`src/common/pp_homing_pkg.sv`:
```
// constants for profile position and homing method select
// Contract
// - writing mode select starts that mode
// - plain new setpoint: move, stop at target
// - change on setpoint: move, no stop
// - immediate change applies new values at once
// - bit 6 selects absolute or relative target
// - latch position, velocity, accel, decel together; during a move only position is latched, plus velocity if immediate
// - status bit 10 shows target reached
// - status bit 12 shows setpoint accepted
// - end on target, halt, quick stop, error
// - target position is signed 32 bit
// - clamp target velocity to both maxima
// - homing method 1..35, default 18
// - codes 1,2,8..14 use index pulse
// - codes 17,18,23..30 without index pulse
// - 31,34 index search; 35 set position
// - inverted codes reverse at the switch
// - homing sets bits 10 and 12 when done
package pp_homing_pkg;
  localparam logic [15:0] HOMING_METHOD_OFFSET = 16'h1b18;
  localparam logic [15:0] TARGET_VELOCITY_OFFSET = 16'h1b1a;
  localparam logic [15:0] TARGET_POSITION_OFFSET = 16'h1b1c;
  localparam logic [15:0] HOMING_METHOD_RESET = 16'h0012;
  localparam logic [15:0] HOMING_METHOD_MIN = 16'h0001;
  localparam logic [15:0] HOMING_METHOD_MAX = 16'h0023;
  localparam int CW_NEW_SETPOINT = 4;
  localparam int CW_CHANGE_IMMEDIATE = 5;
  localparam int CW_RELATIVE = 6;
  localparam int CW_HALT = 8;
  localparam int CW_CHANGE_ON_SETPOINT = 9;
  localparam int SW_TARGET_REACHED = 10;
  localparam int SW_SETPOINT_ACK = 12;
  localparam logic [7:0] MODE_PROFILE_POSITION = 8'h01;
  localparam logic [7:0] MODE_HOMING = 8'h06;
  localparam logic [31:0] STEP_LIMIT = 32'h00000001;
  typedef enum logic [3:0] {
    ST_IDLE = 4'b0001,
    ST_MOVE = 4'b0010,
    ST_HOMING = 4'b0100,
    ST_DONE = 4'b1000
  } pp_state_t;
endpackage

```
`src/profile_position_homing.sv`:
```
// profile position motion and homing method decode
`timescale 1ns/10ps
module profile_position_homing #(
  parameter int POS_W = 32
) (
  input  wire logic        i_ref_clk,
  input  wire logic        i_reset_n,
  input  wire logic        i_mode_wr,
  input  wire logic [7:0]  i_mode_select_param,
  input  wire logic [15:0] i_drive_control_word,
  input  wire logic        i_param_wr,
  input  wire logic [15:0] i_param_addr,
  input  wire logic [31:0] i_param_wdata,
  input  wire logic [31:0] i_accel,
  input  wire logic [31:0] i_decel,
  input  wire logic [31:0] i_ctrl_v_max,
  input  wire logic [31:0] i_ramp_v_max,
  input  wire logic        i_quick_stop,
  input  wire logic        i_fault,
  input  wire logic        i_home_found,
  output logic [31:0]      o_param_rdata,
  output logic [15:0]      o_drive_status_word,
  output logic [31:0]      o_actual_position,
  output logic [31:0]      o_cmd_velocity,
  output logic [31:0]      o_cmd_accel,
  output logic [31:0]      o_cmd_decel,
  output logic             o_homing_index_used,
  output logic             o_homing_limit_used,
  output logic             o_homing_dir_pos,
  output logic             o_homing_invert,
  output logic             o_homing_set_only
);
  initial begin
    if (POS_W != 32) $error("POS_W must be 32");
  end

  logic [1:0] rst_sync_ff;
  logic rst_n;
  always_ff @(posedge i_ref_clk or negedge i_reset_n) begin
    if (!i_reset_n) rst_sync_ff <= 2'h0;
    else rst_sync_ff <= {rst_sync_ff[0], 1'b1};
  end
  assign rst_n = rst_sync_ff[1];

  // pins are async to the control cycle
  logic [2:0] pin_meta_ff;
  logic [2:0] pin_ff;
  always_ff @(posedge i_ref_clk or negedge rst_n) begin
    if (!rst_n) begin
      pin_meta_ff <= 3'h0;
      pin_ff <= 3'h0;
    end else begin
      pin_meta_ff <= {i_quick_stop, i_fault, i_home_found};
      pin_ff <= pin_meta_ff;
    end
  end
  logic quick_stop, fault, home_found;
  assign quick_stop = pin_ff[2];
  assign fault = pin_ff[1];
  assign home_found = pin_ff[0];

  function automatic logic signed [31:0] clamp_v(input logic signed [31:0] v,
                                                 input logic [31:0] m);
    logic signed [31:0] lim;
    lim = $signed(m);
    if (v > lim) clamp_v = lim;
    else if (v < -lim) clamp_v = -lim;
    else clamp_v = v;
  endfunction

  logic [15:0] homing_method_ff;
  logic signed [31:0] target_velocity_ff;
  logic signed [31:0] target_position_ff;
  always_ff @(posedge i_ref_clk or negedge rst_n) begin
    if (!rst_n) begin
      homing_method_ff <= pp_homing_pkg::HOMING_METHOD_RESET;
      target_velocity_ff <= 32'h0;
      target_position_ff <= 32'h0;
    end else if (i_param_wr) begin
      if (i_param_addr == pp_homing_pkg::HOMING_METHOD_OFFSET &&
          i_param_wdata[15:0] >= pp_homing_pkg::HOMING_METHOD_MIN &&
          i_param_wdata[15:0] <= pp_homing_pkg::HOMING_METHOD_MAX)
        homing_method_ff <= i_param_wdata[15:0];
      if (i_param_addr == pp_homing_pkg::TARGET_VELOCITY_OFFSET)
        target_velocity_ff <= i_param_wdata;
      if (i_param_addr == pp_homing_pkg::TARGET_POSITION_OFFSET)
        target_position_ff <= i_param_wdata;
    end
  end

  always_ff @(posedge i_ref_clk or negedge rst_n) begin
    if (!rst_n) o_param_rdata <= 32'h0;
    else case (i_param_addr)
      pp_homing_pkg::HOMING_METHOD_OFFSET: o_param_rdata <= {16'h0, homing_method_ff};
      pp_homing_pkg::TARGET_VELOCITY_OFFSET: o_param_rdata <= target_velocity_ff;
      pp_homing_pkg::TARGET_POSITION_OFFSET: o_param_rdata <= target_position_ff;
      default: o_param_rdata <= 32'h0;
    endcase
  end

  logic [7:0] mode_ff;
  always_ff @(posedge i_ref_clk or negedge rst_n) begin
    if (!rst_n) mode_ff <= 8'h0;
    else if (i_mode_wr) mode_ff <= i_mode_select_param;
  end

  logic new_sp_d_ff;
  logic new_sp_rise;
  always_ff @(posedge i_ref_clk or negedge rst_n) begin
    if (!rst_n) new_sp_d_ff <= 1'b0;
    else new_sp_d_ff <= i_drive_control_word[pp_homing_pkg::CW_NEW_SETPOINT];
  end
  assign new_sp_rise = i_drive_control_word[pp_homing_pkg::CW_NEW_SETPOINT] & ~new_sp_d_ff;

  logic cw_imm, cw_cos, cw_rel, stop_req;
  assign cw_imm = i_drive_control_word[pp_homing_pkg::CW_CHANGE_IMMEDIATE];
  assign cw_cos = i_drive_control_word[pp_homing_pkg::CW_CHANGE_ON_SETPOINT];
  assign cw_rel = i_drive_control_word[pp_homing_pkg::CW_RELATIVE];
  assign stop_req = i_drive_control_word[pp_homing_pkg::CW_HALT] | quick_stop | fault;

  logic signed [31:0] new_goal;
  assign new_goal = cw_rel ? o_actual_position + target_position_ff : target_position_ff;

  pp_homing_pkg::pp_state_t state_ff;
  logic signed [31:0] goal_ff;
  logic signed [31:0] pend_goal_ff;
  logic pend_ff, no_stop_ff, reached_ff, ack_ff, home_ok_ff;
  logic at_goal;
  assign at_goal = (o_actual_position == goal_ff);

  always_ff @(posedge i_ref_clk or negedge rst_n) begin
    if (!rst_n) begin
      state_ff <= pp_homing_pkg::ST_IDLE;
      goal_ff <= 32'h0;
      pend_goal_ff <= 32'h0;
      pend_ff <= 1'b0;
      no_stop_ff <= 1'b0;
      reached_ff <= 1'b0;
      ack_ff <= 1'b0;
      home_ok_ff <= 1'b0;
      o_cmd_velocity <= 32'h0;
      o_cmd_accel <= 32'h0;
      o_cmd_decel <= 32'h0;
    end else begin
      // bit 12 follows the setpoint bit handshake
      if (!i_drive_control_word[pp_homing_pkg::CW_NEW_SETPOINT] && !pend_ff) ack_ff <= 1'b0;
      case (state_ff)
        pp_homing_pkg::ST_IDLE, pp_homing_pkg::ST_DONE: begin
          // only a control word edge starts
          if (i_mode_wr) reached_ff <= 1'b0;
          if (new_sp_rise && !stop_req && mode_ff == pp_homing_pkg::MODE_PROFILE_POSITION) begin
            goal_ff <= new_goal;
            o_cmd_velocity <= clamp_v(clamp_v(target_velocity_ff, i_ctrl_v_max), i_ramp_v_max);
            o_cmd_accel <= i_accel;
            o_cmd_decel <= i_decel;
            no_stop_ff <= cw_cos & ~cw_imm;
            reached_ff <= 1'b0;
            ack_ff <= 1'b1;
            state_ff <= pp_homing_pkg::ST_MOVE;
          end else if (new_sp_rise && !stop_req && mode_ff == pp_homing_pkg::MODE_HOMING) begin
            reached_ff <= 1'b0;
            home_ok_ff <= 1'b0;
            state_ff <= pp_homing_pkg::ST_HOMING;
          end
        end
        pp_homing_pkg::ST_MOVE: begin
          if (new_sp_rise && cw_imm) begin
            goal_ff <= new_goal;
            o_cmd_velocity <= clamp_v(clamp_v(target_velocity_ff, i_ctrl_v_max), i_ramp_v_max);
            ack_ff <= 1'b1;
          end else if (new_sp_rise) begin
            pend_goal_ff <= new_goal;
            pend_ff <= 1'b1;
            no_stop_ff <= cw_cos;
            ack_ff <= 1'b1;
          end
          // halt, quick stop or error ends move
          if (stop_req) begin
            pend_ff <= 1'b0;
            state_ff <= pp_homing_pkg::ST_IDLE;
          end else if (at_goal && pend_ff) begin
            goal_ff <= pend_goal_ff;
            pend_ff <= 1'b0;
            reached_ff <= ~no_stop_ff;
          end else if (at_goal) begin
            reached_ff <= 1'b1;
            state_ff <= pp_homing_pkg::ST_DONE;
          end
        end
        pp_homing_pkg::ST_HOMING: begin
          if (stop_req) begin
            reached_ff <= 1'b1;
            state_ff <= pp_homing_pkg::ST_IDLE;
          end else if (home_found || o_homing_set_only) begin
            reached_ff <= 1'b1;
            home_ok_ff <= 1'b1;
            state_ff <= pp_homing_pkg::ST_DONE;
          end
        end
        default: state_ff <= pp_homing_pkg::ST_IDLE;
      endcase
    end
  end

  // simple unit-step trajectory; a real profile generator replaces this
  always_ff @(posedge i_ref_clk or negedge rst_n) begin
    if (!rst_n) o_actual_position <= 32'h0;
    else if (state_ff == pp_homing_pkg::ST_MOVE && !at_goal) begin
      if (goal_ff > o_actual_position)
        o_actual_position <= o_actual_position + pp_homing_pkg::STEP_LIMIT;
      else o_actual_position <= o_actual_position - pp_homing_pkg::STEP_LIMIT;
    end else if (state_ff == pp_homing_pkg::ST_HOMING && o_homing_set_only)
      o_actual_position <= 32'h0;
  end

  // bit 12 accepted, bit 10 reached
  always_ff @(posedge i_ref_clk or negedge rst_n) begin
    if (!rst_n) o_drive_status_word <= 16'h0;
    else begin
      o_drive_status_word <= 16'h0;
      o_drive_status_word[pp_homing_pkg::SW_TARGET_REACHED] <= reached_ff;
      o_drive_status_word[pp_homing_pkg::SW_SETPOINT_ACK] <=
        (mode_ff == pp_homing_pkg::MODE_HOMING) ? home_ok_ff : ack_ff;
    end
  end

  always_ff @(posedge i_ref_clk or negedge rst_n) begin
    if (!rst_n) begin
      o_homing_index_used <= 1'b0;
      o_homing_limit_used <= 1'b0;
      o_homing_dir_pos <= 1'b0;
      o_homing_invert <= 1'b0;
      o_homing_set_only <= 1'b0;
    end else begin
      o_homing_index_used <= 1'b0;
      o_homing_limit_used <= 1'b0;
      o_homing_dir_pos <= 1'b0;
      o_homing_invert <= 1'b0;
      o_homing_set_only <= 1'b0;
      case (homing_method_ff)
        16'h0001: begin o_homing_index_used <= 1'b1; o_homing_limit_used <= 1'b1; end
        16'h0002: begin
          o_homing_index_used <= 1'b1;
          o_homing_limit_used <= 1'b1;
          o_homing_dir_pos <= 1'b1;
          o_homing_invert <= 1'b1;
        end
        16'h0008, 16'h0009, 16'h000a: begin
          o_homing_index_used <= 1'b1;
          o_homing_dir_pos <= 1'b1;
          o_homing_invert <= (homing_method_ff == 16'h0008);
        end
        16'h000b, 16'h000c, 16'h000d, 16'h000e: begin
          o_homing_index_used <= 1'b1;
          o_homing_invert <= (homing_method_ff == 16'h000c);
        end
        16'h0011: o_homing_limit_used <= 1'b1;
        16'h0012: begin o_homing_limit_used <= 1'b1; o_homing_dir_pos <= 1'b1; end
        16'h0017, 16'h0018, 16'h0019, 16'h001a: begin
          o_homing_dir_pos <= 1'b1;
          o_homing_invert <= (homing_method_ff <= 16'h0018);
        end
        16'h001b, 16'h001c, 16'h001d, 16'h001e:
          o_homing_invert <= (homing_method_ff <= 16'h001c);
        16'h001f: o_homing_index_used <= 1'b1;
        16'h0022: begin o_homing_index_used <= 1'b1; o_homing_dir_pos <= 1'b1; end
        16'h0023: o_homing_set_only <= 1'b1;
        default: o_homing_set_only <= 1'b0;
      endcase
    end
  end

  AST_REACHED_AT_GOAL: assert property (@(posedge i_ref_clk) disable iff (!rst_n)
    (state_ff == pp_homing_pkg::ST_MOVE && at_goal && !pend_ff && !stop_req)
    |=> reached_ff) else $error("reached not set at goal");
  AST_NO_LEVEL_START: assert property (@(posedge i_ref_clk) disable iff (!rst_n)
    ((state_ff == pp_homing_pkg::ST_IDLE || state_ff == pp_homing_pkg::ST_DONE) &&
     new_sp_d_ff) |=> state_ff != pp_homing_pkg::ST_MOVE)
    else $error("move started on level");
  AST_STOP_ENDS: assert property (@(posedge i_ref_clk) disable iff (!rst_n)
    (state_ff == pp_homing_pkg::ST_MOVE && stop_req) |=> state_ff == pp_homing_pkg::ST_IDLE)
    else $error("stop ignored");
  AST_METHOD_RANGE: assert property (@(posedge i_ref_clk) disable iff (!rst_n)
    homing_method_ff >= 16'h0001 && homing_method_ff <= 16'h0023)
    else $error("method out of range");
  // accept shown one cycle after start
  AST_ACK_SHOWN: assert property (@(posedge i_ref_clk) disable iff (!rst_n)
    $rose(state_ff == pp_homing_pkg::ST_MOVE)
    |=> o_drive_status_word[12] || mode_ff != pp_homing_pkg::MODE_PROFILE_POSITION)
    else $error("accept bit missing");
  // rising setpoint bit starts a move
  AST_RISE_STARTS: assert property (@(posedge i_ref_clk) disable iff (!rst_n)
    ((state_ff == pp_homing_pkg::ST_IDLE || state_ff == pp_homing_pkg::ST_DONE) &&
     new_sp_rise && !stop_req && mode_ff == pp_homing_pkg::MODE_PROFILE_POSITION)
    |=> state_ff == pp_homing_pkg::ST_MOVE) else $error("rising setpoint did not start");
endmodule

```
`config.mk`:
```
export PLATFORM = sky130hd
export DESIGN_NAME = profile_position_homing
export DESIGN_NICKNAME = d
export VERILOG_FILES = /design/src/common/pp_homing_pkg.sv /design/src/profile_position_homing.sv
export SDC_FILE = /design/constraint.sdc
export NUM_CORES = 1
export LEC_CHECK = 0
export BUFFER_PORTS_ARGS = -buffer_cell sky130_fd_sc_hd__buf_4
export CORE_ASPECT_RATIO = 1.5
export CORE_UTILIZATION = 40
export CTS_CLUSTER_DIAMETER = 150
export CTS_CLUSTER_SIZE = 25
export DETAILED_ROUTE_END_ITERATION = 8
export PLACE_DENSITY_LB_ADDON = 0.15
export SETUP_SLACK_MARGIN = 0.4
export SYNTH_ARGS = -nofsm -noshare
export SYNTH_HDL_FRONTEND = slang
export SYNTH_SLANG_ARGS = --single-unit
```
`constraint.sdc`:
```
create_clock -name i_ref_clk -period 13 [get_ports i_ref_clk]
set_input_delay 1.3 -clock i_ref_clk [delete_from_list [all_inputs] [get_ports i_ref_clk]]
set_output_delay 1.3 -clock i_ref_clk [all_outputs]
set_load 0.03 [all_outputs]
```
Yosys cells after proc, flatten, opt, wreduce, memory -nomap -nowiden
Cells that the tools add are included.
- register bits: 337
- output and inout port bits: 181
- add/subtract/negate cells: 5
- order comparisons: 11
- equal/unequal tests: 48
- multiplexer cells: 63
- bitwise gates (word level): 8
- reduce and logical (&&, ||, !) cells: 40
- operator list (operator ; number):
    2-to-1 mux 32 bit ; 20
    == test 16 x 5 -> 1 bit (second input constant) ; 11
    > comparator 32 bit ; 4
    one-hot mux 32 bit (2 select lines) ; 2
    == test 16 x 4 -> 1 bit (second input constant) ; 7
    < comparator 32 bit ; 3
    one-hot mux 32 bit (3 select lines) ; 1
    negator 32 bit ; 2
    == test 16 x 13 -> 1 bit (second input constant) ; 3
    adder 32 x 1 -> 32 bit (second input constant) ; 1
    adder 32 bit ; 1
    == test 16 x 6 -> 1 bit (second input constant) ; 2
    == test 32 bit ; 1
    less-or-equal comparator 16 x 5 -> 1 bit (second input constant) ; 2
    subtractor 32 x 1 -> 32 bit (second input constant) ; 1
    2-to-1 mux 4 bit ; 7
    2-to-1 mux 1 bit ; 27
    != test 2 bit (second input constant) ; 9
    == test 16 x 1 -> 1 bit (second input constant) ; 1
    == test 16 x 2 -> 1 bit (second input constant) ; 1
    >= comparator 16 x 1 -> 1 bit (second input constant) ; 1
    less-or-equal comparator 16 x 6 -> 1 bit (second input constant) ; 1
    OR reduction 4 bit ; 4
    != test 3 bit (second input constant) ; 5
    28 further kinds ; 58

Longest topological paths before layout
Gate-level depths: netlist of run 1.
- depth in word-level cells: 12
- mapped depth: 37

Worst setup path before layout of run 1
No wires, ideal clock.
- path kind: input-to-reg
- from: input port i_ctrl_v_max[1]
- to: register o_cmd_velocity[0]
- library setup time: 125 ps
- data arrival time: 8448 ps
- path slack: 4427 ps
- stages on the path: 33
- buffers on the path: 3
- cell sequence: inv_1 ha_1 or3b_2 nor3_2 and3_1 clkbuf_1 nand3_1 nor3_2 nand2_1 nor3_1 xnor2_1 ha_1 a21o_1 a21oi_1 o2111ai_1 o32ai_2 xnor2_2 clkbuf_1 clkbuf_1 a21oi_1 nor2_1 a21oi_1 ha_1 nand4_1 nor3_1 nand3_1 or3_1 a21o_1 and3b_1 or2_2 nor3_2 mux2i_1 mux2_2
- longest elaborated chain between the ends: 11
- elaborated cells between the ends (all ways): 20
- those cells by class: add/sub (1); order compare (6); mux (13)
- RTL lines (item ; line ; source):
    from (decl) ; profile_position_homing.sv:16 ; input wire logic [31:0] i_ctrl_v_max,
    negator 32 bit ; profile_position_homing.sv:67 ; else if (v < -lim) clamp_v = -lim;
    < comparator 32 bit ; profile_position_homing.sv:67 ;
    2-to-1 mux 32 bit ; profile_position_homing.sv:67 ;
    2-to-1 mux 32 bit * ; profile_position_homing.sv:66 ; if (v > lim) clamp_v = lim;
    2-to-1 mux 32 bit (on tied branches) ; profile_position_homing.sv:167, profile_position_homing.sv:151 ;
    2-to-1 mux 32 bit ; profile_position_homing.sv:147 ; case (state_ff)
    < comparator 32 bit ; profile_position_homing.sv:67 ;
    2-to-1 mux 32 bit ; profile_position_homing.sv:67 ;
    2-to-1 mux 32 bit ; profile_position_homing.sv:66 ;
    2-to-1 mux 32 bit (on tied branches) ; profile_position_homing.sv:167, profile_position_homing.sv:151 ;
    one-hot mux 32 bit (2 select lines) * ; profile_position_homing.sv:147 ;
    to (signal assigned) ; profile_position_homing.sv:153 ; o_cmd_velocity <= clamp_v(clamp_v(target_velocity_ff, i_ctrl_v_max), i_ramp_v_max);
    to (signal assigned) ; profile_position_homing.sv:169 ; o_cmd_velocity <= clamp_v(clamp_v(target_velocity_ff, i_ctrl_v_max), i_ramp_v_max);
    to (decl) ; profile_position_homing.sv:24 ; output logic [31:0] o_cmd_velocity,
Mark *: on every way between the ends. The rest lies on a longest branch, timed or not. The select of a mux whose other input is x is not followed.
A chain may end at the register's enable or synchronous reset.

Worst setup path after layout of run 1
- from: input port i_ctrl_v_max[1]
- to: register o_cmd_velocity[26]
The elaborated chain is that of the path after synthesis.

==> run summary, run 1 <==
Max H-tree Level = 1
DP Wirelength = 57,070 µm
vias in the first global route = 20,980
achievable clock frequency = 0.09615 GHz
final count of pins violating max slew = 0
drc violations = 0
Worst Setup End Kind = flop
Final #Nets = 3,369
share of power burned in registers = 48.4%
residual antenna-violating net count after detailed routing = 0
P_int = 1.528 mW
Switching Share = 31.56%
Max-slew headroom = 22.10%
Mapped Avg Cell Area = 8.795 µm²
root buffer selected by CTS = sky130_fd_sc_hd__clkbuf_16
horizontal extent of the die = 198.5 µm
post-CTS sizing = 0
routed vias/inst = 5.516
grt total ovfl = 0
Std-Cell Core Area = 57,030 µm²
min-delay worst type = reg -> async
worst setup path class = in -> reg
Clock Path Buffers = 3
count of cells along the worst register-to-register path = 21
setup repair after global routing missed its margin = no
overall power after layout = 2.233 mW
total number of clock tree sinks = 337
Combinational Power Share = 24.4%
Syn Std Cell Area = 23,180 µm²
number of synthesized register bits = 337
initial antenna violation count = 4
Detailed Routing Iterations Pass 1 = 5
GRT Resource Usage Total = 24.12%
number of standard cells after synthesis = 2,635
wire length of the first global-routing pass = 112,500 µm
clock edge transition at the registers on the reported setup and hold paths = 0.11 ns
share of synthesized area occupied by flip-flops and latches = 36.40%
net switching power of the design = 0.7046 mW
count of hold-fix buffers inserted at cts = 0
clock tree from TritonCTS = done
Die ar. = 58,930 µm²
result of the run = finished clean
share of post-route cells with drive strength above 1 = 18.29%
Clock Power Share = 27.2%
total area of sequential cells = 8441 µm²
Setup Skew = 0.02113 ns
fill cell count = 5,595
Least-Margin Pin Slew = 1.163 ns
overall via count from detail_route = 20,480
cell with the biggest individual delay on the critical path = sky130_fd_sc_hd__xnor2_4
Critical Path RT = 13.47 ns
Power Dens Cells = 82.21 nW/µm²
drt wl/cell = 19.42 µm
area delta synth->final = 17.18%
reported max-cap violation count = 0
Peak VDD IR = 0.00009749 V
total area of multi-input combinational cells = 13,720 µm²
Setup Fix Bufs, Post-CTS = 0
Period minus WS final = 10.40 ns
most used flip-flop cell after synthesis = sky130_fd_sc_hd__dfrtp_1
initial DRC count = 972
IO Pins = 388
delay of the slowest critical-path stage = 0.60 ns
Post-synth ARST share = 100.0%
number of buffers created by CTS = 17
critical path startpoint category = input pin
initial standard-cell utilization of the core = 40.64%
Hold Worst Slack = 0.1864 ns
largest net degree at the start of global routing = 72
height of the die = 296.8 µm
worst-skew pair later-pin latency = 0.55 ns
IO buf count = 362
GP Congestion = 0.9010
total count of hold-check failures in the final report = 0
setup tns final = 0 ns
cell row count = 107
total setup violations reported at the end of the flow = 0
count of flip-flops with a built-in enable after synthesis = 0
critical path arrival = 10.87 ns
maximum fanout count along the critical path = 45
final cycle utilization of the critical path = 80.00%
total leakage power = 13.98 nW
Yosys warning count = 0
final WL = 72,100 µm
Netlist cell types = 80
metrics by stage:
stage,instances,worst slack [ns],util (%),instance area (µm²)
after floorplan,2648,2.918,-,23220
after global placement,3685,2.258,46.78,26680
after detailed placement,3685,2.115,46.78,26680
after CTS,3710,2.647,47.60,27150
after global routing,3712,1.956,47.61,27150
final,3713,2.600,47.62,27160
power by group through the flow:
stage | clock network, mW | registers (mW) | logic (mW)
2_1_floorplan | 0 | 1.12 | 0.352
3_5_place_dp | 0 | 1.10 | 0.549
5_1_grt | 0.664 | 1.08 | 0.611
4_1_cts | 0.633 | 1.08 | 0.551
6_report | 0.608 | 1.08 | 0.545
3_3_place_gp | 0 | 1.10 | 0.538
state kept, by name, indices dropped and copies added, names as in the netlist, 3 cells and up:
register / count
goal_ff: 32
homing_method_ff: 16
mode_ff: 8
o_actual_position: 32
o_cmd_accel: 32
o_cmd_decel: 32
o_cmd_velocity: 32
o_param_rdata: 32
pend_goal_ff: 32
pin_ff: 3
pin_meta_ff: 3
state_ff: 4
target_position_ff: 32
target_velocity_ff: 32
cell usage after synthesis (all sizes together) (7+ instances only):
library cell	number	area share, %
nor3	55	1.3
clkbuf	92	1.5
inv	154	2.5
o31ai	11	0.36
nand2b	15	0.40
o21bai	11	0.36
a211oi	20	0.65
xnor2	90	3.4
a21oi	228	4.9
nor2b	32	0.86
o21a	21	0.68
a31oi	19	0.51
or2	7	0.19
a221oi	14	0.53
buf	32	0.86
and3	36	0.97
or3	18	0.49
nand3b	14	0.45
ha	219	12
o211ai	17	0.55
nand3	59	1.3
or4	8	0.28
nand2	343	5.6
nor4	18	0.49
mux2i	75	3.2
xor2	20	0.76
o21ai	148	3.2
nor2	202	3.3
a21o	68	2.2
o22ai	25	0.67
nand4	36	0.97
a22o	20	0.76
dfrtp	334	36
mux2	86	4.2
final timing paths:
kind	startpoint	to	slack, ns
hold reg to reg	rst_sync_ff[1]	o_cmd_accel[16]	0.19
setup / recovery	i_ctrl_v_max[1]	o_cmd_velocity[26]	2.60
setup reg to reg	target_velocity_ff[27]	o_cmd_velocity[0]	5.45
hold / removal	rst_sync_ff[1]	o_cmd_accel[16]	0.19
min in group i_ref_clk	pin_meta_ff[0]	pin_ff[0]	0.36
max in group asynchronous	rst_sync_ff[1]	target_velocity_ff[13]	10.87
cells by family (layout without fill, tap and decap cells):
| group | count (synthesis) | in the layout | share of synthesized area [%] |
|---|---|---|---|
| buf+inv | 278 | 577 | 4.843 |
| fa+ha+maj | 221 | 221 | 12.00 |
| compound gates | 662 | 662 | 17.88 |
| mux | 161 | 161 | 7.418 |
| simple gates | 864 | 864 | 17.24 |
| other cells | 2 | 18 | 0.03240 |
| flops | 337 | 337 | 36.40 |
| xor+xnor | 110 | 110 | 4.189 |
final cells by class:
class	instances	area share (%)
inverter	154	2.129
clock buffer	24	1.663
clock inverter	1	0.05989
antenna	3	0.02764
timing repair buffer	398	11.00
multi-input combinational	2033	50.52
sequential	337	31.08
tap	763	3.515
cells in the final DEF (no fill, tap or decap), types with 18 or more instances in the layout:
cell type | Yosys | routed
sky130_fd_sc_hd__nand3_1 | 59 | 59
sky130_fd_sc_hd__nor2_1 | 202 | 198
sky130_fd_sc_hd__nor3_1 | 51 | 51
sky130_fd_sc_hd__buf_4 | 16 | 398
sky130_fd_sc_hd__and3_1 | 36 | 36
sky130_fd_sc_hd__mux2_2 | 86 | 86
sky130_fd_sc_hd__a31oi_1 | 19 | 19
sky130_fd_sc_hd__ha_1 | 219 | 219
sky130_fd_sc_hd__a21o_1 | 68 | 68
sky130_fd_sc_hd__nand2_1 | 343 | 343
sky130_fd_sc_hd__o22ai_1 | 25 | 25
sky130_fd_sc_hd__nand4_1 | 36 | 36
sky130_fd_sc_hd__mux2i_1 | 75 | 75
sky130_fd_sc_hd__xnor2_1 | 89 | 89
sky130_fd_sc_hd__nor2b_1 | 32 | 32
sky130_fd_sc_hd__o21ai_0 | 148 | 148
sky130_fd_sc_hd__a211oi_1 | 20 | 19
sky130_fd_sc_hd__xor2_1 | 20 | 20
sky130_fd_sc_hd__inv_1 | 154 | 154
sky130_fd_sc_hd__o21a_1 | 21 | 21
sky130_fd_sc_hd__a21oi_1 | 228 | 226
sky130_fd_sc_hd__dfrtp_1 | 334 | 333
sky130_fd_sc_hd__nor4_1 | 18 | 18
sky130_fd_sc_hd__a22o_1 | 20 | 20
per-layer routing:
metal	track usage (%)	routed length [µm]	vias up
met1	26.56	27870	9882
met3	3.032	3316	118
met5	0	11	-
met4	9.267	2754	2
met2	46.00	38150	535
li1	-	-	9945
worst max-delay path: cells and delay by family:
kind	cells	cell delay [ns]
AOI/OAI and AO/OA	10	2.80
xor gates and xnor gates	2	0.73
muxes	1	0.14
adders and majority gates	3	0.81
and+or+nand+nor	13	3.89
buffers and inverters	4	1.17
Power figures use the tool's default switching activity.
==> run 2: changes to the inputs <==
clock period = 10.15 ns   (was 13 ns; I/O delays follow)
==> run 2 against run 1 <==
Compared with the run above: non-clock buffer count increased by 20; worst hold slack better by 0.026 ns; global-route usage increased by 0.23 points; register-to-register slack lost 2.4 ns; via count up 0.20%; flip-flop and latch count unchanged; first-iteration DRC count fell by 9.5%; worst setup slack got worse by 1.7 ns; largest cell class unchanged; largest power group unchanged.
==> run summary, run 2 (synthesized netlist as in run 1, its figures left out) <==
reported max-cap violation count = 0 (unchanged)
Final #Nets = 3,389 (was 3,369)
Finished Cell Area = 27,350 µm² (was 27,160 µm²)
worst setup path class = in -> reg (unchanged)
height of the die = 296.8 µm (unchanged)
total area of sequential cells = 8441 µm² (unchanged)
total leakage power = 14.09 nW (was 13.98 nW)
Top Family by Delay on Critical Path = simple AND/OR/NAND/NOR gates (unchanged)
Max-slew headroom = 18.11% (was 22.10%)
final cycle utilization of the critical path = 90.73%
Peak VDD IR = 0.0001065 V (was 0.00009749 V)
min-delay worst type = in -> async (was reg -> async)
horizontal extent of the die = 198.5 µm (unchanged)
setup repair after global routing missed its margin = no (unchanged)
total setup violations reported at the end of the flow = 0 (unchanged)
Power Dens Cells = 105.5 nW/µm² (was 82.21 nW/µm²)
total area of multi-input combinational cells = 13,720 µm² (unchanged)
drt wl/cell = 19.37 µm (was 19.42 µm)
Worst Setup End Kind = flop (unchanged)
most frequent cells in the layout = 415 x sky130_fd_sc_hd__buf_4, 343 x sky130_fd_sc_hd__nand2_1, 333 x sky130_fd_sc_hd__dfrtp_1 (was 398 x sky130_fd_sc_hd__buf_4, 343 x sky130_fd_sc_hd__nand2_1, 333 x sky130_fd_sc_hd__dfrtp_1)
initial standard-cell utilization of the core = 40.64% (unchanged)
wire length of the first global-routing pass = 113,300 µm (was 112,500 µm)
Setup Fix Bufs, Post-CTS = 0 (unchanged)
fill cell count = 5,563 (was 5,595)
maximum fanout count along the critical path = 28 (was 45)
clock edge transition at the registers on the reported setup and hold paths = 0.11 ns (about the same)
GRT Resource Usage Total = 24.35% (was 24.12%)
grt total ovfl = 0 (unchanged)
Period minus WS final = 9.209 ns
IO Pins = 388 (unchanged)
Std-Cell Core Area = 57,030 µm² (unchanged)
Critical Path Stages = 34 (was 33)
IO buf count = 362 (unchanged)
cell row count = 107 (unchanged)
Least-Margin Pin Slew = 1.226 ns (was 1.163 ns)
total count of hold-check failures in the final report = 0 (unchanged)
drc violations = 0 (unchanged)
overall power after layout = 2.886 mW (was 2.233 mW)
Clock Path Buffers = 3 (unchanged)
worst-skew pair later-pin latency = 0.56 ns (was 0.55 ns)
vias in the first global route = 21,290 (was 20,980)
DP Wirelength = 57,410 µm (was 57,070 µm)
initial antenna violation count = 3 (was 4)
root buffer selected by CTS = sky130_fd_sc_hd__clkbuf_16 (unchanged)
result of the run = finished clean (unchanged)
count of cells along the worst register-to-register path = 22 (was 21)
critical path startpoint category = input pin (unchanged)
critical path arrival = 9.67 ns (was 10.87 ns)
share of post-route cells with drive strength above 1 = 18.84% (was 18.29%)
final WL = 72,300 µm (was 72,100 µm)
delay of the slowest critical-path stage = 0.53 ns (was 0.60 ns)
initial DRC count = 880 (was 972)
achievable clock frequency = 0.1086 GHz
post-CTS sizing = 0 (unchanged)
placed inst area = 26,870 µm² (was 26,680 µm²)
count of buffering cells on the critical path with inverters included = 5 (was 4)
routed vias/inst = 5.497 (was 5.516)
setup tns final = 0 ns (unchanged)
Detailed Routing Iterations Pass 1 = 5 (unchanged)
Setup Skew = 0.03985 ns (was 0.02113 ns)
Hold Worst Slack = 0.2129 ns (was 0.1864 ns)
clock tree from TritonCTS = done (unchanged)
residual antenna-violating net count after detailed routing = 0 (unchanged)
GP Congestion = 0.9049 (was 0.9010)
final count of pins violating max slew = 0 (unchanged)
total number of clock tree sinks = 337 (unchanged)
overall via count from detail_route = 20,520 (was 20,480)
cell with the biggest individual delay on the critical path = sky130_fd_sc_hd__xnor2_4 (unchanged)
Max H-tree Level = 1 (unchanged)
area delta synth->final = 17.99% (was 17.18%)
number of buffers created by CTS = 17 (unchanged)
Critical Path RT = 10.61 ns (was 13.47 ns)
largest net degree at the start of global routing = 149 (was 72)
most frequent standard cell in the layout excluding fill and tap cells = sky130_fd_sc_hd__buf_4 (unchanged)
Die ar. = 58,930 µm² (unchanged)
count of hold-fix buffers inserted at cts = 0 (unchanged)
[run 2: cell types whose count changed in the layout (fill, tap and decap cells not counted)]
cell / delta
sky130_fd_sc_hd__buf_12: +3
sky130_fd_sc_hd__buf_4: +17
[run 2: layout make-up]
| class | count | area share, % |
|---|---|---|
| antenna | 3 | 0.02745 |
| clock buffer | 24 | 1.652 |
| clock inverter | 1 | 0.05948 |
| inverter | 154 | 2.114 |
| multi-input combinational | 2033 | 50.18 |
| sequential | 337 | 30.87 |
| tap | 763 | 3.491 |
| timing repair buffer | 418 | 11.61 |
[run 2: worst paths after layout]
| kind | start | to | slack [ns] |
|---|---|---|---|
| min in group i_ref_clk | pin_meta_ff[0] | pin_ff[0] | 0.36 |
| min | i_reset_n | rst_sync_ff[1] | 0.21 |
| min reg2reg | pin_meta_ff[0] | pin_ff[0] | 0.36 |
| max in group asynchronous | rst_sync_ff[1] | homing_method_ff[15] | 8.25 |
| max reg2reg | o_actual_position[31] | o_actual_position[30] | 3.01 |
| max | i_ctrl_v_max[1] | o_cmd_velocity[18] | 0.94 |
[run 2: report_power, final]
group / leakage, nW / internal, mW / switching, mW
Combinational: 9.23 / 0.285 / 0.429
Sequential: 4.63 / 1.36 / 0.0206
Clock: 0.225 / 0.317 / 0.469
Total: 14.1 / 1.97 / 0.918
[run 2: per-layer routing]
metal  global-route usage [%]  vias up  part of all wire (%)
met5                        0        -                     0
met4                    10.59        0                   4.3
met3                    3.100      127                   4.9
met2                    45.98      550                    53
met1                    26.69     9843                    38
li1                         -    10000                     -
[run 2: stage by stage]
stage          util, %  instances  setup slack, ns
3_5_place_dp     47.11       3705           0.3418
6_report         47.95       3733           0.9412
5_1_grt          47.95       3733           0.5079
4_1_cts          47.93       3730           0.9091
3_3_place_gp     47.11       3705           0.5248
2_1_floorplan        -       2648            1.862
==> run 3: changes to the inputs <==
CORE_UTILIZATION = 55   (was 40)
==> run 3 against run 2 <==
Compared with the run above: maximum frequency grew 1.1%; critical path type unchanged; wire length shrank 8.4%; register-to-register slack lost 0.13 ns; via count grew 1.0%; global-route usage grew 6.3 points; count of clock-buffer cells in the layout shrank 1.
==> run summary, run 3 (synthesized netlist as in run 1, its figures left out) <==
routed vias/inst = 5.902 (was 5.497)
worst-skew pair later-pin latency = 0.54 ns (was 0.56 ns)
cell row count = 91 (was 107)
fill cell count = 3,505 (was 5,563)
most frequent standard cell in the layout excluding fill and tap cells = sky130_fd_sc_hd__buf_4 (unchanged)
total leakage power = 14.02 nW (was 14.09 nW)
Max H-tree Level = 1 (unchanged)
delay of the slowest critical-path stage = 0.57 ns (was 0.53 ns)
cell with the biggest individual delay on the critical path = sky130_fd_sc_hd__or4_4 (was sky130_fd_sc_hd__xnor2_4)
share of post-route cells with drive strength above 1 = 18.49% (was 18.84%)
drt wl/cell = 18.86 µm (was 19.37 µm)
root buffer selected by CTS = sky130_fd_sc_hd__clkbuf_16 (unchanged)
final WL = 66,240 µm (was 72,300 µm)
reg2reg start = o_actual_position[31] (unchanged)
GRT Resource Usage Total = 30.67% (was 24.35%)
area delta synth->final = 16.43% (was 17.99%)
worst setup path class = in -> reg (unchanged)
Period minus WS final = 9.107 ns (was 9.209 ns)
Max-slew headroom = 21.20% (was 18.11%)
IO Pins = 388 (unchanged)
source of the critical timing path = i_ctrl_v_max[12] (was i_ctrl_v_max[1])
Hold Worst Slack = 0.2675 ns (was 0.2129 ns)
Clock Path Buffers = 3 (unchanged)
critical path startpoint category = input pin (unchanged)
setup tns final = 0 ns (unchanged)
final cell count without fillers = 3,513 (was 3,733)
Worst Setup Slack, final = 1.043 ns (was 0.9412 ns)
Finished Cell Area = 26,980 µm² (was 27,350 µm²)
min-delay worst type = in -> async (unchanged)
largest net degree at the start of global routing = 78 (was 149)
achievable clock frequency = 0.1098 GHz (was 0.1086 GHz)
vias in the first global route = 21,170 (was 21,290)
horizontal extent of the die = 169.6 µm (was 198.5 µm)
Setup Fix Bufs, Post-CTS = 0 (unchanged)
total count of hold-check failures in the final report = 0 (unchanged)
post-CTS sizing = 0 (unchanged)
final count of pins violating max slew = 0 (unchanged)
Least-Margin Pin Slew = 1.179 ns (was 1.226 ns)
placed inst area = 26,520 µm² (was 26,870 µm²)
initial DRC count = 1,143 (was 880)
Final #Nets = 3,376 (was 3,389)
DP Wirelength = 52,390 µm (was 57,410 µm)
wire length of the first global-routing pass = 105,400 µm (was 113,300 µm)
residual antenna-violating net count after detailed routing = 0 (unchanged)
Setup Skew = 0.02983 ns (was 0.03985 ns)
overall power after layout = 2.860 mW (was 2.886 mW)
total number of clock tree sinks = 337 (unchanged)
critical path arrival = 9.52 ns (was 9.67 ns)
Critical Path RT = 10.56 ns (was 10.61 ns)
Peak VDD IR = 0.0001313 V (was 0.0001065 V)
Power Dens Cells = 106.0 nW/µm² (was 105.5 nW/µm²)
most frequent cells in the layout = 402 x sky130_fd_sc_hd__buf_4, 343 x sky130_fd_sc_hd__nand2_1, 333 x sky130_fd_sc_hd__dfrtp_1 (was 415 x sky130_fd_sc_hd__buf_4, 343 x sky130_fd_sc_hd__nand2_1, 333 x sky130_fd_sc_hd__dfrtp_1)
result of the run = finished clean (unchanged)
clock tree from TritonCTS = done (unchanged)
overall via count from detail_route = 20,730 (was 20,520)
GP Congestion = 0.9710 (was 0.9049)
final cycle utilization of the critical path = 89.72% (was 90.73%)
initial standard-cell utilization of the core = 56.07% (was 40.64%)
number of buffers created by CTS = 17 (unchanged)
setup repair after global routing missed its margin = no (unchanged)
height of the die = 253.4 µm (was 296.8 µm)
Post-Route Utilization = 65.29% (was 47.95%)
grt total ovfl = 0 (unchanged)
Worst Setup End Kind = flop (unchanged)
count of hold-fix buffers inserted at cts = 0 (unchanged)
total instance count after detailed placement = 3,487 (was 3,705)
drc violations = 0 (unchanged)
Die ar. = 42,980 µm² (was 58,930 µm²)
reported max-cap violation count = 0 (unchanged)
clock edge transition at the registers on the reported setup and hold paths = 0.10 ns (was 0.11 ns)
Detailed Routing Iterations Pass 1 = 8 (was 5)
total setup violations reported at the end of the flow = 0 (unchanged)
Std-Cell Core Area = 41,330 µm² (was 57,030 µm²)
Setup WS pre-CTS = 0.6204 ns (was 0.3418 ns)
initial antenna violation count = 2 (was 3)
maximum fanout count along the critical path = 35 (was 28)
IO buf count = 362 (unchanged)
## run 3: final timing paths
| kind | endpoint | slack (ns) | cells after the start |
|---|---|---|---|
| worst max-delay path | o_cmd_velocity[27] | 1.04 | 31 |
| worst min-delay path | rst_sync_ff[1] | 0.27 | 1 |
| worst max register to register | o_actual_position[30] | 2.88 | 22 |
| worst min register to register | rst_sync_ff[1] | 0.36 | 0 |
| max in group asynchronous | target_position_ff[10] | 7.44 | 2 |
| min in group i_ref_clk | rst_sync_ff[1] | 0.36 | 0 |
## run 3: worst max-delay path: cells and delay by family
family	cells	cell delay [ns]
compound gates	11	2.70
mux	2	0.40
xor+xnor	2	0.66
fa+ha+maj	2	0.76
buf+inv	3	0.62
simple gates	11	3.34
## run 3: cell type report
type	count	area, µm²	share of cell area [%]
antenna	2	5.005	0.01855
clock buffer	23	447.9	1.660
clock inverter	1	16.27	0.06028
inverter	154	578.1	2.142
multi-input combinational	2033	13720	50.85
sequential	337	8441	31.28
tap	558	698.2	2.587
timing repair buffer	405	3078	11.41
## run 3: per-layer routing
layer	GRT usage, %	vias to the layer above	wire length, µm
met1	33.51	9945	25100
met2	57.01	667	34450
met4	17.58	0	3766
met3	3.157	171	2922
li1	-	9951	-
met5	0	-	0
## run 3: report_power, final
| part | internal (mW) | total [mW] | switching, mW |
|---|---|---|---|
| clock | 0.315 | 0.761 | 0.446 |
| combinational | 0.285 | 0.714 | 0.429 |
| sequential | 1.36 | 1.38 | 0.0202 |
